**src/common/tte_cfg.svh**
```systemverilog
/*
 Offsets, field positions, reset values and timing counts for the triggered
 timer and event counter. Assumes a 100 MHz core clock and a 32-bit bus.
*/
`ifndef TTE_CFG_SVH
`define TTE_CFG_SVH

// Register byte offsets
`define TTE_REG_CTRL 5'h00
`define TTE_REG_PERIOD 5'h04
`define TTE_REG_CAPTURE 5'h08
`define TTE_REG_STATUS 5'h0c
`define TTE_REG_COUNT 5'h10

// Control register field positions
`define TTE_CTRL_CLK_LSB 0
`define TTE_CTRL_MODE_LSB 2
`define TTE_CTRL_CAPEDGE_BIT 4
`define TTE_CTRL_START_LSB 5
`define TTE_CTRL_TSTOP_BIT 7
`define TTE_CTRL_ACAP_BIT 8
`define TTE_CTRL_USED_BITS 9

// Reset values
`define TTE_CTRL_RESET 9'h000
`define TTE_PERIOD_RESET 16'hffff
`define TTE_CAPTURE_RESET 16'h0000

// Operating mode field codes
`define TTE_MODE_TIMER 2'b00
`define TTE_MODE_WINDOW 2'b01
`define TTE_MODE_PULSE 2'b10
`define TTE_MODE_PPG 2'b11

// Start control codes
`define TTE_START_STOP 2'b00
`define TTE_START_CMD 2'b01
`define TTE_START_RISE 2'b10
`define TTE_START_FALL 2'b11

// Source clock select: prescaler taps, external pin clock
`define TTE_SRC_EXT 2'b11
`define TTE_DIV0_BITS 11
`define TTE_DIV1_BITS 7
`define TTE_DIV2_BITS 3

// Pin noise filter timing
`define TTE_CLK_PERIOD_NS 10
`define TTE_FILT_REJECT_NS 40
`define TTE_FILT_ACCEPT_NS 120
`define TTE_FILT_REJECT_CYC (`TTE_FILT_REJECT_NS / `TTE_CLK_PERIOD_NS)
`define TTE_FILT_ACCEPT_CYC \
   ((`TTE_FILT_ACCEPT_NS + `TTE_CLK_PERIOD_NS - 1) / `TTE_CLK_PERIOD_NS)
`define TTE_FILT_CYC ((`TTE_FILT_REJECT_CYC + `TTE_FILT_ACCEPT_CYC) / 2)

`endif

```
**src/common/tte_pkg.sv**
```systemverilog
/*
 Types shared by the triggered timer and event counter.
 Assumes the constants come from tte_cfg.svh.
*/
`default_nettype none
package tte_pkg;
   // Counter sequencing: waiting for trigger, counting, parked at one
   typedef enum logic [1:0] {
      TTE_IDLE,
      TTE_RUN,
      TTE_PARKED
   } tte_state_type;
endpackage
`default_nettype wire

```
**src/rtl/tte_input_filter.sv**
```systemverilog
/*
 Synchroniser and noise filter for the timer input pin.
 Assumes the pin is asynchronous to core_clk_i and bypass_i is core-clock logic.
*/
`timescale 1ns/100ps
`default_nettype none
`include "tte_cfg.svh"

module tte_input_filter
   import tte_pkg::*;
#(
   parameter int unsigned FILT_CYC = `TTE_FILT_CYC
) (
   input wire logic core_clk_i,
   input wire logic resetn_i,
   input wire logic pin_i,
   input wire logic bypass_i,
   output logic level_o
);
   localparam int unsigned CW = $clog2(FILT_CYC + 1);

   logic sync1_reg;
   logic sync2_reg;
   logic level_reg;
   logic [CW-1:0] stable_reg;

   ////////////////////////////////////////////////////////////////////////////
   // Two-stage synchroniser, first stage read only by the second
   always_ff @(posedge core_clk_i) begin
      if (!resetn_i) begin
         sync1_reg <= 1'b0;
         sync2_reg <= 1'b0;
      end else begin
         sync1_reg <= pin_i;
         sync2_reg <= sync1_reg;
      end
   end

   ////////////////////////////////////////////////////////////////////////////
   // New level must persist FILT_CYC cycles; short glitches reach it only while bypass_i is set
   always_ff @(posedge core_clk_i) begin
      if (!resetn_i) begin
         level_reg <= 1'b0;
         stable_reg <= '0;
      end else if (bypass_i) begin
         level_reg <= sync2_reg;
         stable_reg <= '0;
      end else if (sync2_reg == level_reg) begin
         stable_reg <= '0;
      end else if (stable_reg == CW'(FILT_CYC - 1)) begin
         level_reg <= sync2_reg;
         stable_reg <= '0;
      end else begin
         stable_reg <= stable_reg + CW'(1);
      end
   end

   assign level_o = level_reg;

endmodule
`default_nettype wire

```
**src/rtl/tte_timer.sv**
```systemverilog
/*
 Triggered timer and event counter with Avalon-MM register slave.
 Holds the 16-bit up-counter, period compare, capture register and modes.
 Assumes one 100 MHz core clock, synchronous active-low reset, and an
 asynchronous timer input pin filtered inside.
*/
// Register access over Avalon-MM and the placing of the registers are this design's own decisions.
`timescale 1ns/100ps
`default_nettype none
`include "tte_cfg.svh"

// Operation
// - External trigger mode waits, then counts ticks
// - Start field picks rising or falling trigger
// - Period match clears, halts, raises interrupt
// - Stop-select: opposite edge clears, halts, silent
// - Halted counter restarts on next trigger
// - Stop-select off: ignore opposite, repeat triggers
// - Filter drops short pulses, keeps long ones
// - Event mode counts selected pin edges
// - Event match seen at opposite edge
// - Auto-capture copies count every source clock in timer and window modes
// - Window mode counts ticks while gate active
// - Window match raises interrupt, clears counter
// - Pulse mode starts on trigger, edge-mode select
// - Single capture: store, interrupt, set to one, wait
// - Double capture on both edges, clear second
// - Single capture parks counter at one
// - Mode field encodes the four modes
module tte_timer
   import tte_pkg::*;
#(
   parameter int unsigned CNT_W = 16,
   parameter int unsigned FILT_CYC = `TTE_FILT_CYC
) (
   input wire logic core_clk_i,
   input wire logic resetn_i,
   input wire logic [4:0] avs_address_i,
   input wire logic avs_read_i,
   input wire logic avs_write_i,
   input wire logic [31:0] avs_writedata_i,
   input wire logic [3:0] avs_byteenable_i,
   output logic [31:0] avs_readdata_o,
   output logic avs_waitrequest_o,
   input wire logic timer_input_pin_i,
   input wire logic low_speed_i,
   output logic timer_irq_o
);

   ////////////////////////////////////////////////////////////////////////////
   // Declarations
   logic [`TTE_CTRL_USED_BITS-1:0] timer_control_reg;
   logic [CNT_W-1:0] period_reg;
   logic [CNT_W-1:0] capture_reg;
   logic [CNT_W-1:0] cnt_reg;
   logic [CNT_W-1:0] cnt_next;
   tte_state_type state_reg;
   tte_state_type state_next;
   logic irq_reg;
   logic irq_next;
   logic cap_load;
   logic [`TTE_DIV0_BITS-1:0] presc_reg;
   logic done_reg;
   logic [31:0] rdata_reg;
   logic pin_level;
   logic level_prev_reg;
   logic rise;
   logic fall;
   logic trig;
   logic opp;
   logic tick;
   logic match;
   logic gate_on;
   logic stopped;
   logic ext_src;
   logic [1:0] source_clock_select;
   logic [1:0] operating_mode_field;
   logic capture_edge_mode;
   logic [1:0] start_control;
   logic trigger_stop_select;
   logic auto_capture_enable;
   logic wr_ok;
   logic [31:0] ctrl_merged;
   logic [31:0] period_merged;

   ////////////////////////////////////////////////////////////////////////////
   // Functions
   // Byte-lane merge for partial writes
   function automatic logic [31:0] be_merge(input logic [31:0] old_v,
                                            input logic [31:0] new_v,
                                            input logic [3:0] be);
      logic [31:0] res;
      res = old_v;
      for (int i = 0; i < 4; i++) begin
         if (be[i]) begin
            res[i*8 +: 8] = new_v[i*8 +: 8];
         end
      end
      return res;
   endfunction

   // Source clock tick from prescaler taps
   function automatic logic src_tick(input logic [1:0] sel,
                                     input logic [`TTE_DIV0_BITS-1:0] p);
      logic t;
      t = 1'b0;
      case (sel)
         2'b00: t = &p[`TTE_DIV0_BITS-1:0];
         2'b01: t = &p[`TTE_DIV1_BITS-1:0];
         2'b10: t = &p[`TTE_DIV2_BITS-1:0];
         default: t = 1'b0;
      endcase
      return t;
   endfunction

   ////////////////////////////////////////////////////////////////////////////
   // Control fields
   assign source_clock_select = timer_control_reg[`TTE_CTRL_CLK_LSB +: 2];
   assign operating_mode_field = timer_control_reg[`TTE_CTRL_MODE_LSB +: 2];
   assign capture_edge_mode = timer_control_reg[`TTE_CTRL_CAPEDGE_BIT];
   assign start_control = timer_control_reg[`TTE_CTRL_START_LSB +: 2];
   assign trigger_stop_select = timer_control_reg[`TTE_CTRL_TSTOP_BIT];
   assign auto_capture_enable = timer_control_reg[`TTE_CTRL_ACAP_BIT];

   ////////////////////////////////////////////////////////////////////////////
   // Pin filter, edge detection, trigger polarity
   tte_input_filter #(
      .FILT_CYC(FILT_CYC)
   ) i_tte_input_filter (
      .core_clk_i(core_clk_i),
      .resetn_i(resetn_i),
      .pin_i(timer_input_pin_i),
      .bypass_i(low_speed_i),
      .level_o(pin_level)
   );

   always_ff @(posedge core_clk_i) begin
      if (!resetn_i) begin
         level_prev_reg <= 1'b0;
      end else begin
         level_prev_reg <= pin_level;
      end
   end

   // Low bit of the start field picks falling as the trigger
   assign rise = pin_level & ~level_prev_reg;
   assign fall = ~pin_level & level_prev_reg;
   assign trig = start_control[0] ? fall : rise;
   assign opp = start_control[0] ? rise : fall;
   assign gate_on = start_control[0] ? ~pin_level : pin_level;

   ////////////////////////////////////////////////////////////////////////////
   // Prescaler; runs free so a mode change never stretches the first tick
   always_ff @(posedge core_clk_i) begin
      if (!resetn_i) begin
         presc_reg <= '0;
      end else begin
         presc_reg <= presc_reg + `TTE_DIV0_BITS'(1);
      end
   end

   assign tick = src_tick(source_clock_select, presc_reg);
   assign ext_src = (source_clock_select == `TTE_SRC_EXT);
   assign match = (cnt_reg == period_reg);
   assign stopped = (start_control == `TTE_START_STOP);

   ////////////////////////////////////////////////////////////////////////////
   // Counter sequencing per mode
   always_comb begin
      cnt_next = cnt_reg;
      state_next = state_reg;
      irq_next = 1'b0;
      cap_load = 1'b0;
      if (stopped) begin
         cnt_next = '0;
         state_next = TTE_IDLE;
      end else begin
         case (operating_mode_field)
            `TTE_MODE_TIMER: begin
               if (start_control == `TTE_START_CMD) begin
                  // Command-started plain timer
                  if (tick) begin
                     cnt_next = match ? '0 : cnt_reg + CNT_W'(1);
                     irq_next = match;
                  end
                  cap_load = auto_capture_enable && tick;
               end else if (ext_src) begin
                  if (trig) begin
                     cnt_next = cnt_reg + CNT_W'(1);
                  end else if (opp && match) begin
                     cnt_next = '0;
                     irq_next = 1'b1;
                  end
                  cap_load = auto_capture_enable && trig;
               end else begin
                  cap_load = auto_capture_enable && tick;
                  case (state_reg)
                     TTE_RUN: begin
                        // Further triggers are ignored while running
                        if (trigger_stop_select && opp) begin
                           cnt_next = '0;
                           state_next = TTE_IDLE;
                        end else if (tick && match) begin
                           cnt_next = '0;
                           state_next = TTE_IDLE;
                           irq_next = 1'b1;
                        end else if (tick) begin
                           cnt_next = cnt_reg + CNT_W'(1);
                        end
                     end
                     default: begin
                        if (trig) begin
                           state_next = TTE_RUN;
                        end
                     end
                  endcase
               end
            end
            `TTE_MODE_WINDOW: begin
               if (tick && gate_on) begin
                  cnt_next = match ? '0 : cnt_reg + CNT_W'(1);
                  irq_next = match;
               end
               cap_load = auto_capture_enable && tick;
            end
            `TTE_MODE_PULSE: begin
               case (state_reg)
                  TTE_RUN: begin
                     if (opp) begin
                        cap_load = 1'b1;
                        irq_next = 1'b1;
                        if (capture_edge_mode) begin
                           cnt_next = CNT_W'(1);
                           state_next = TTE_PARKED;
                        end
                     end else if (trig && !capture_edge_mode) begin
                        cap_load = 1'b1;
                        irq_next = 1'b1;
                        cnt_next = '0;
                     end else if (tick) begin
                        cnt_next = cnt_reg + CNT_W'(1);
                     end
                  end
                  default: begin
                     if (trig) begin
                        state_next = TTE_RUN;
                     end
                  end
               endcase
            end
            default: begin
               // Pulse generator output lives elsewhere; counter held
               cnt_next = '0;
               state_next = TTE_IDLE;
            end
         endcase
      end
   end

   always_ff @(posedge core_clk_i) begin
      if (!resetn_i) begin
         cnt_reg <= '0;
         state_reg <= TTE_IDLE;
         irq_reg <= 1'b0;
      end else begin
         cnt_reg <= cnt_next;
         state_reg <= state_next;
         irq_reg <= irq_next;
      end
   end

   // Capture register, loaded from the count before it moves
   always_ff @(posedge core_clk_i) begin
      if (!resetn_i) begin
         capture_reg <= `TTE_CAPTURE_RESET;
      end else if (cap_load) begin
         capture_reg <= cnt_reg;
      end
   end

   assign timer_irq_o = irq_reg;

   ////////////////////////////////////////////////////////////////////////////
   // Avalon slave: one wait cycle, then the access completes
   assign avs_waitrequest_o = (avs_read_i | avs_write_i) & ~done_reg;
   assign wr_ok = avs_write_i & done_reg;
   assign avs_readdata_o = rdata_reg;

   always_ff @(posedge core_clk_i) begin
      if (!resetn_i) begin
         done_reg <= 1'b0;
      end else begin
         done_reg <= (avs_read_i | avs_write_i) & ~done_reg;
      end
   end

   // Read data sampled in the wait cycle; unmapped reads return zero
   always_ff @(posedge core_clk_i) begin
      if (!resetn_i) begin
         rdata_reg <= 32'h0000_0000;
      end else if (avs_read_i && !done_reg) begin
         if (avs_address_i == `TTE_REG_CTRL) begin
            rdata_reg <= 32'(timer_control_reg);
         end else if (avs_address_i == `TTE_REG_PERIOD) begin
            rdata_reg <= 32'(period_reg);
         end else if (avs_address_i == `TTE_REG_CAPTURE) begin
            rdata_reg <= 32'(capture_reg);
         end else if (avs_address_i == `TTE_REG_STATUS) begin
            rdata_reg <= {30'h0, state_reg == TTE_PARKED, state_reg == TTE_RUN};
         end else if (avs_address_i == `TTE_REG_COUNT) begin
            rdata_reg <= 32'(cnt_reg);
         end else begin
            rdata_reg <= 32'h0000_0000;
         end
      end
   end

   // Writable registers; other offsets ignore writes
   assign ctrl_merged = be_merge(32'(timer_control_reg), avs_writedata_i, avs_byteenable_i);
   assign period_merged = be_merge(32'(period_reg), avs_writedata_i, avs_byteenable_i);

   always_ff @(posedge core_clk_i) begin
      if (!resetn_i) begin
         timer_control_reg <= `TTE_CTRL_RESET;
         period_reg <= `TTE_PERIOD_RESET;
      end else if (wr_ok) begin
         if (avs_address_i == `TTE_REG_CTRL) begin
            timer_control_reg <= ctrl_merged[`TTE_CTRL_USED_BITS-1:0];
         end else if (avs_address_i == `TTE_REG_PERIOD) begin
            period_reg <= period_merged[CNT_W-1:0];
         end
      end
   end

   logic ext_trig_mode;
   assign ext_trig_mode = !stopped && !ext_src && start_control != `TTE_START_CMD
                          && operating_mode_field == `TTE_MODE_TIMER;
endmodule
`default_nettype wire

```
**config.mk**
```make
export PLATFORM = sky130hd
export DESIGN_NAME = tte_timer
export DESIGN_NICKNAME = d
export VERILOG_FILES = /design/src/common/tte_pkg.sv /design/src/rtl/tte_input_filter.sv /design/src/rtl/tte_timer.sv
export VERILOG_INCLUDE_DIRS = /design/src /design/src/common
export SDC_FILE = /design/constraint.sdc
export NUM_CORES = 1
export LEC_CHECK = 0
export BUFFER_PORTS_ARGS = -buffer_cell sky130_fd_sc_hd__buf_2
export CAP_MARGIN = 20
export CORE_MARGIN = 8
export CORE_UTILIZATION = 45
export CTS_BUF_LIST = sky130_fd_sc_hd__clkbuf_16
export CTS_CLUSTER_DIAMETER = 80
export CTS_CLUSTER_SIZE = 25
export DETAILED_ROUTE_END_ITERATION = 10
export PLACE_DENSITY = 0.7
export SETUP_SLACK_MARGIN = 0.4
export SLEW_MARGIN = 20
export SYNTH_ARGS = -nofsm -noshare
export SYNTH_HDL_FRONTEND = slang
export SYNTH_SLANG_ARGS = --single-unit
```
**constraint.sdc**
```tcl
create_clock -name core_clk_i -period 4.04 [get_ports core_clk_i]
set_clock_uncertainty 0.2 [all_clocks]
set_input_delay 0 -clock core_clk_i [delete_from_list [all_inputs] [get_ports core_clk_i]]
set_output_delay 0 -clock core_clk_i [all_outputs]
set_load 0.05 [all_outputs]
```
==> results of run 1 <==
layer usage:
metal | global-route usage [%] | vias up | share of wire, %
li1 | - | 2219 | -
met1 | 22.6 | 2176 | 44
met2 | 29.7 | 182 | 48
met3 | 3.33 | 21 | 6.0
met4 | 7.71 | 0 | 2.4
met5 | 0 | - | 0
worst register-to-register path: cells and delay by family (launching register included):
kind                       cells  cell delay (ns)
adders and majority gates      1             0.19
and+or+nand+nor                3             1.30
AOI/OAI and AO/OA              3             1.12
DFF                            1             0.38
cells in the final DEF, fill, tap and decap left out, types with 7 or more instances in the layout:
cell type       n
clkbuf_16       9
nand4_1        11
nor2_1         28
a222oi_1        7
nand2_1        76
a31oi_1         7
dlygate4sd3_1  28
mux2i_1        13
conb_1         16
buf_2          46
o31ai_1        11
nand3_1        45
o211a_1         8
inv_1          11
o21ai_1         7
a221oi_1       10
a21oi_1        17
buf_4           7
xnor2_1         7
xor2_1         20
and2_1         16
o21ai_0        28
dfxtp_1        96
nor2b_1        20
o21a_1          7
a22o_1          8
power breakdown:
group,internal (mW),total (mW),switching [mW]
clock network,0.494,0.897,0.404
registers,0.962,0.974,0.0115
logic,0.0537,0.181,0.127
total,1.51,2.05,0.543
kinds of logic after synthesis:
family	Yosys count
simple gates	234
compound gates	148
flops	96
buf+inv	73
xor+xnor	27
mux	14
fa+ha+maj	4
other cells	1
timing repair:
action,CTS,global route
hold buffers,28,0
hold endpoints to repair,45,0
setup buffers,0,0
final cells by class:
type | instances | area share (%)
Timing Repair Buffer | 81 | 9.67
Tap cell | 140 | 3.01
Sequential cell | 96 | 33.0
Inverter | 11 | 0.709
Multi-Input combinational cell | 443 | 48.3
Clock buffer | 9 | 3.87
Clock inverter | 7 | 1.46
path summary, 6_finish.rpt:
kind	endpoint	cells after the start
worst max-delay path	cnt_reg[3]	7
worst min-delay path	period_reg[3]	4
worst max register to register	cnt_reg[3]	7
worst min register to register	i_tte_input_filter.sync2_reg	1
per-stage QoR:
| step | utilization [%] | total power, mW |
|---|---|---|
| floorplan | - | 1.13 |
| global placement | 48.0 | 1.15 |
| detailed placement | 48.0 | 1.16 |
| CTS | 53.4 | 2.06 |
| global route | 53.5 | 2.12 |
| finish | 53.5 | 2.05 |
==> impl_metrics.tcl, run 1 <==
set metrics [dict create \
    status "complete, no violations" \
    yosysTopAreaCell "dfxtp_1" \
    dp_hpwl_um 9380 \
    synth_top_family_by_area "simple AND/OR/NAND/NOR gates" \
    syn2layout_area_growth_pct 15.6 \
    start_util_pct 46.3 \
    place_area_mm2 0.00523 \
    cts_tree "yes" \
    dp_cells 743 \
    hold_slack_ns 0.0133 \
    cp_num_buf_inv 0 \
    worst_slack_ns 0.764 \
    grt_start_max_net_pins 75 \
    grt_pass1_vias 4332 \
    cp_max_fo 10 \
    clk_pin_slew_ns 0.07 \
    num_rows 38 \
    multi_input_area_mm2 0.00281 \
    grt_use_total_pct 18.0 \
    post-route-period-util_pct 81.1 \
    cts_resized 0 \
    detail-route-antenna-nets 0 \
    port_buffers 46 \
    synth-seq-cells 96 \
    coreArea_mm2 0.0109 \
    grt_pass1_wl_um 21700 \
    yosys.area_share.simple_pct 23.7 \
    ys_top_cells_by_count "dfxtp_1 (96), nand2_1 (76), nand3_1 (45)" \
    path_cells "ha_1 > nand3_1 > o41ai_2 > o221ai_1 > or2_0 > or3_1 > o31ai_2" \
    critical_path_class "reg2reg" \
    vias 4598 \
    max_cap_viol_count 0 \
    synthAdderAreaFrac_pct 0.993 \
    numCtsBuffers 9 \
    fin_cells 787 \
    synthMuxAreaShare_pct 2.81 \
    synthFlopType "dfxtp_1" \
    yosysSeqAreaShare_pct 38.1 \
    synth_warnings 0 \
    synth-edff-count 0 \
    worstReg2RegStart "presc_reg[0]" \
    routed_wl_um 13300 \
    nFillCells 988 \
    p_leak_nw 2.28 \
    ctsRootBufferMaster "clkbuf_16" \
    hp-start "avs_byteenable_i[0]" \
    fmax_ghz 0.305 \
    synth_area_mm2 0.00504 \
    synth_top_area_share_pct 38.1 \
    peakVddDrop_mv 0.216 \
    stdcell_area_mm2 0.00582 \
    antenna_found_initial 0 \
    avgViaCountPerCell 5.84 \
    die-area_mm2 0.0148 \
    place_congestion 0.923 \
    synth_xor_xnor_area_share_pct 4.69 \
    cpMaxStageDelayCell "or3_1" \
    tightestPinTransition_ns 1.05 \
    cp_top_family "simple AND/OR/NAND/NOR gates" \
    async_flop_share_pct 0 \
    drt_iter0_drc 366 \
    setup_tns_ns 0 \
    post-synth-top-count-cell "dfxtp_1" \
    synthTopCellsByArea "dfxtp_1 (38%), nand2_1 (5.7%), nand3_1 (4.5%)" \
    die_x_um 122 \
    p_per_area_mw_per_mm2 352 \
    ctsLongestPathBuffers 2 \
    relSlewSlack_pct 29.5 \
    cp-startpoint "presc_reg[0]" \
    hold_violations 0 \
    rsz0062_at_grt "false" \
    ys_types 65 \
    fin_nets 693 \
    end_kind "flop" \
    cp.required_ns 4.10 \
    slew_viol_final 0 \
    preCtsSetupSlack_ns 0.789 \
    finalSetupViolCount 0 \
    grt-ovfl-total 0 \
    firstDrtPassIters 7 \
    start_kind "flop" \
    rrSetupSlack_ns 0.76 \
    cts.sinks 96 \
    htreeDepth 3 \
    ios 81 \
    syn_inst 597 \
    clk_latency_ns 0.35 \
    hold_class "in2reg" \
    min_period_ns 3.28 \
    n_antenna_cell 0 \
    wl_per_cell_um 16.9 \
    synth_compound_area_share_pct 22.1 \
    drive_above_1_share_pct 13.9 \
    route.detailed.drc 0 \
    ff_latch_area_mm2 0.00192 \
    avgSynthCellArea_um2 8.44 \
    crit_path_max_incr_delay_ns 0.62 \
    cp.arrival_ns 3.33 \
    chipHeight_um 122 \
]
Power figures use the tool's default switching activity.
==> inputs of run 2 (changes only) <==
==> constraint.sdc (replaced) <==
create_clock -name core_clk_i -period 3.4 [get_ports core_clk_i]
set_clock_uncertainty 0.2 [all_clocks]
set_input_delay 0 -clock core_clk_i [delete_from_list [all_inputs] [get_ports core_clk_i]]
set_output_delay 0 -clock core_clk_i [all_outputs]
set_load 0.05 [all_outputs]
==> run 2 against run 1 <==
  * Worst hold slack better by 0.0055 ns
  * Flip-flop and latch count unchanged
  * Die area unchanged
  * Sequential share of layout area down 0.20 points
  * Cell area grew 0.62%
  * Wire length increased by 4.4%
  * Clock-buffer cell count is the same
  * Via count increased by 1.4%
==> impl_metrics.tcl, run 2 (synthesis gave the netlist of run 1 again) <==
set metrics [dict create \
    clk_latency_ns 0.35 \
    slew_viol_final 0 \
    p_leak_nw 2.34 \
    tightestPinTransition_ns 1.02 \
    rr_worst_depth 7 \
    critical_path_class "reg2reg" \
    crit_path_max_incr_delay_ns 0.56 \
    cpMaxStageDelayCell "or3_1" \
    ios 81 \
    cts_tree "yes" \
    fin_nets 704 \
    reg2reg_to "cnt_reg[11]" \
    detail-route-antenna-nets 0 \
    grt_pass1_wl_um 22400 \
    setup_tns_ns 0 \
    wl_per_cell_um 17.4 \
    cp.required_ns 3.46 \
    place_congestion 0.908 \
    power_mw 2.33 \
    worst-path-stages 7 \
    rrSetupSlack_ns 0.48 \
    endpoint "cnt_reg[11]" \
    relSlewSlack_pct 31.8 \
    wl_met3_um 856 \
    end_kind "flop" \
    layout_commonest_cell "dfxtp_1" \
    numCtsBuffers 9 \
    clk_pin_slew_ns 0.07 \
    ctsRootBufferMaster "clkbuf_16" \
    max_cap_viol_count 0 \
    preCtsSetupSlack_ns 0.487 \
    firstDrtPassIters 5 \
    htreeDepth 3 \
    grt_start_max_net_pins 91 \
    worst_slack_ns 0.479 \
    chipHeight_um 122 \
    stdcell_area_mm2 0.00586 \
    finalSetupViolCount 0 \
    rsz0062_at_grt "true" \
    cp_top_family "simple AND/OR/NAND/NOR gates" \
    path_cells "ha_1 > nand3_1 > o41ai_2 > o221ai_1 > or2_0 > or3_1 > o31ai_2" \
    drive_above_1_share_pct 16.1 \
    p_per_area_mw_per_mm2 397 \
    start_kind "flop" \
    drt_iter0_drc 404 \
    n_antenna_cell 0 \
    post-route-period-util_pct 85.9 \
    grt_pass1_vias 4397 \
    peakVddDrop_mv 0.387 \
    cp.arrival_ns 2.98 \
    num_rows 38 \
    port_buffers 46 \
    die-area_mm2 0.0148 \
    hold_slack_ns 0.0188 \
    hold_class "in2reg" \
    die_x_um 122 \
    coreArea_mm2 0.0109 \
    antenna_found_initial 0 \
    wl_met1_um 6170 \
    cts_setup_buffers 0 \
    top_layer "met4" \
    syn2layout_area_growth_pct 16.3 \
    dr_wl_met2_um 6530 \
    grt-ovfl-total 0 \
    cp_num_buf_inv 0 \
    layout_common_cells "dfxtp_1 (96), nand2_1 (76), buf_2 (46), nand3_1 (45)" \
    routed_wl_um 13900 \
    cp_max_fo 9 \
    grt_use_total_pct 18.9 \
    avgViaCountPerCell 5.84 \
    fmax_ghz 0.342 \
    ctsLongestPathBuffers 2 \
    vias 4662 \
    cts.sinks 96 \
    route.detailed.drc 0 \
    status "complete, no violations" \
    dp_hpwl_um 9870 \
    min_period_ns 2.92 \
    worstReg2RegStart "presc_reg[0]" \
    place_area_mm2 0.00536 \
    cp-startpoint "presc_reg[0]" \
    start_util_pct 46.3 \
    hold_violations 0 \
]
run 2: metrics by stage:
stage / std cells / util (%)
6_report: 798 / 53.8
5_1_grt: 798 / 53.8
4_1_cts: 798 / 53.7
3_5_place_dp: 760 / 49.2
3_3_place_gp: 760 / 49.2
2_1_floorplan: 612 / -
run 2: repair_timing:
action / in CTS / in global routing
resized for setup: 0 / 1
hold buffers: 22 / 0
setup endpoints to repair: 0 / 14
hold endpoints to repair: 32 / 0
run 2: per-layer routing:
metal | up-vias | global-route usage, %
met5 | - | 0
met4 | 0 | 8.40
met3 | 27 | 3.47
met2 | 180 | 30.0
met1 | 2216 | 24.5
li1 | 2239 | -
run 2: cell type report:
type,instances,area [um^2]
clock buffers,9,225
clock inverters,7,47.5
fillers,986,5030
inverters,11,41.3
multi-input cells,443,2820
flip-flops and latches,96,1920
well taps,140,175
repair buffers,92,631
run 2: worst min path at each step:
stage | start | to | slack (ns) | cells past startpoint
global route | avs_byteenable_i[0] | period_reg[0] | 0.04 | 4
global placement | timer_input_pin_i | i_tte_input_filter.sync1_reg | 0.005 | 2
finish | avs_byteenable_i[0] | period_reg[6] | 0.02 | 4
detailed placement | timer_input_pin_i | i_tte_input_filter.sync1_reg | 0.02 | 2
floorplan | avs_writedata_i[2] | period_reg[2] | -0.08 | 2
CTS | avs_byteenable_i[0] | period_reg[6] | 0.01 | 4
run 2: worst register-to-register path: stages (launching register included):
cell and delay [ns]:
dfxtp_1 0.38, ha_1 0.20, nand3_1 0.19, o41ai_2 0.43, o221ai_1 0.27, or2_0 0.30
or3_1 0.56, o31ai_2 0.31
run 2: report_power, final:
| group | leakage (nW) | internal, mW | switching [mW] | total, mW |
|---|---|---|---|---|
| Sequential | 0.778 | 1.14 | 0.0137 | 1.16 |
| Clock | 0.135 | 0.496 | 0.457 | 0.954 |
| Combinational | 1.43 | 0.0629 | 0.153 | 0.216 |
| Total | 2.34 | 1.70 | 0.624 | 2.33 |
==> inputs of run 3 (changes only) <==
--- a/config.mk
+++ b/config.mk
@@ -14,6 +14,7 @@
 export CTS_CLUSTER_DIAMETER = 80
 export CTS_CLUSTER_SIZE = 25
 export DETAILED_ROUTE_END_ITERATION = 10
+export HOLD_SLACK_MARGIN = 0.12
 export PLACE_DENSITY = 0.7
 export SETUP_SLACK_MARGIN = 0.4
 export SLEW_MARGIN = 20
==> run 3 against run 2 <==
  * Power is essentially flat
  * Clock-buffer cell count stayed put
  * Clock power barely moved
  * First-iteration DRC count grew 18%
  * Cell count grew 4.3%
  * Setup slack better by 0.12 ns
  * Fmax rose by 4.1%
  * Critical endpoint unchanged
==> impl_metrics.tcl, run 3 (synthesis gave the netlist of run 1 again) <==
set metrics [dict create \
    fmax_ghz 0.357 \
    cts.sinks 96 \
    port_buffers 46 \
    post-route-period-util_pct 82.5 \
    grt_use_total_pct 20.0 \
    cp_num_buf_inv 0 \
    htreeDepth 3 \
    tightestPinTransition_ns 1.04 \
    worst-path-stages 7 \
    ios 81 \
    grt-ovfl-total 0 \
    cp_max_fo 9 \
    die-area_mm2 0.0148 \
    coreArea_mm2 0.0109 \
    status "complete, no violations" \
    num_rows 38 \
    place_area_mm2 0.00536 \
    worstReg2RegStart "presc_reg[0]" \
    avgViaCountPerCell 5.91 \
    hold_violations 0 \
    path_cells "ha_1 > nand3_1 > o41ai_2 > o221ai_1 > or2_0 > or3_4 > o31ai_2" \
    critical_path_class "reg2reg" \
    start_kind "flop" \
    relSlewSlack_pct 30.2 \
    p_leak_nw 2.40 \
    final_util_pct 57.1 \
    endpoint "cnt_reg[11]" \
    finalSetupViolCount 0 \
    switching_share_pct 26.8 \
    cpMaxStageDelayCell "or3_4" \
    layout_common_cells "dfxtp_1 (96), nand2_1 (76), dlygate4sd3_1 (56), buf_2 (46), nand3_1 (45)" \
    clk_latency_ns 0.35 \
    route.detailed.drc 0 \
    p_per_area_mw_per_mm2 375 \
    slew_viol_final 0 \
    cp_top_family "compound AO/OA/AOI/OAI gates" \
    cp.required_ns 3.46 \
    p_switching_uw 623 \
    ctsRootBufferMaster "clkbuf_16" \
    intPower_mw 1.71 \
    n_antenna_cell 0 \
    die_x_um 122 \
    grt_pass1_wl_um 23900 \
    drt_iter0_drc 478 \
    numCtsBuffers 9 \
    start_util_pct 46.3 \
    place_congestion 0.908 \
    power_frac_seq_pct 49.7 \
    hold_slack_ns 0.145 \
    stdcell_area_mm2 0.00621 \
    fin_cells 832 \
    crit_path_max_incr_delay_ns 0.46 \
    worst_slack_ns 0.596 \
    cp.arrival_ns 2.86 \
    max_cap_viol_count 0 \
    power_mw 2.33 \
    end_kind "flop" \
    drive_above_1_share_pct 15.8 \
    setup_tns_ns 0 \
    cp-startpoint "presc_reg[0]" \
    p_clk_share_pct 40.8 \
    grt_pass1_vias 4758 \
    comb_power_share_pct 9.5 \
    detail-route-antenna-nets 0 \
    nFillCells 935 \
    syn2layout_area_growth_pct 23.3 \
    cts_tree "yes" \
    chipHeight_um 122 \
    antenna_found_initial 0 \
    ctsLongestPathBuffers 2 \
    grt_start_max_net_pins 91 \
    rsz0062_at_grt "false" \
    dp_hpwl_um 9870 \
    clk_pin_slew_ns 0.07 \
    layout_commonest_cell "dfxtp_1" \
    routed_wl_um 14600 \
    min_period_ns 2.80 \
    preCtsSetupSlack_ns 0.487 \
    reg2reg_to "cnt_reg[11]" \
    vias 4917 \
    hold_class "in2reg" \
    wl_per_cell_um 17.6 \
    firstDrtPassIters 6 \
    fin_nets 738 \
    peakVddDrop_mv 0.384 \
    dp_cells 760 \
    rr_worst_depth 7 \
    rrSetupSlack_ns 0.60 \
]
## run 3: cell types whose count changed in the layout (fill, tap and decap cells not counted)
cell           change
dlygate4sd3_1     +34
a21oi_2            +1
or3_1              -1
a21oi_1            -1
o31ai_2            +1
o31ai_1            -1
or3_4              +1
## run 3: what timing repair did
action,CTS,global route
buffers inserted,0,0
setup endpoints to repair,0,14
endpoints found under the hold margin,47,0
hold buffers,56,0
gates resized for setup,0,4
## run 3: area by class of cell
cell class	instances	area (um^2)	share of cell area, %
timing repair buffer	126	971	15.6
tap	140	175	2.82
sequential	96	1920	30.9
inverter	11	41.3	0.665
clock buffer	9	225	3.62
multi-input combinational	443	2830	45.6
clock inverter	7	47.5	0.765
## run 3: power groups by stage
stage          Sequential, mW  Clock (mW)  Combinational (mW)
5_1_grt                  1.16        1.01               0.234
6_report                 1.16       0.951               0.221
3_5_place_dp             1.18           0               0.195
3_3_place_gp             1.18           0               0.192
4_1_cts                  1.16       0.963               0.217
2_1_floorplan            1.23           0               0.115
## run 3: worst min path at each step
stage                       start                            to  slack, ns  cells after the start
2_1_floorplan  avs_writedata_i[2]                 period_reg[2]      -0.08                      2
3_3_place_gp    timer_input_pin_i  i_tte_input_filter.sync1_reg      0.005                      2
3_5_place_dp    timer_input_pin_i  i_tte_input_filter.sync1_reg       0.02                      2
4_1_cts          avs_address_i[2]             avs_readdata_o[1]       0.13                      5
5_1_grt          avs_address_i[2]             avs_readdata_o[1]       0.20                      5
6_report         avs_address_i[2]             avs_readdata_o[1]       0.15                      5
## run 3: worst min-delay path, delay by kind of cell
family                 cells  cell delay [ns]
multiplexers               1             0.18
AO/OA/AOI/OAI              2             0.21
AND/OR/NAND/NOR            1             0.07
buffers and inverters      1             0.20
## run 3: routing by layer
metal	wire length [um]	GRT usage (%)	vias up
met5	0	0	-
met4	406	10.3	0
met3	1020	3.47	31
met2	7060	32.7	228
met1	6160	24.9	2353
li1	-	-	2305
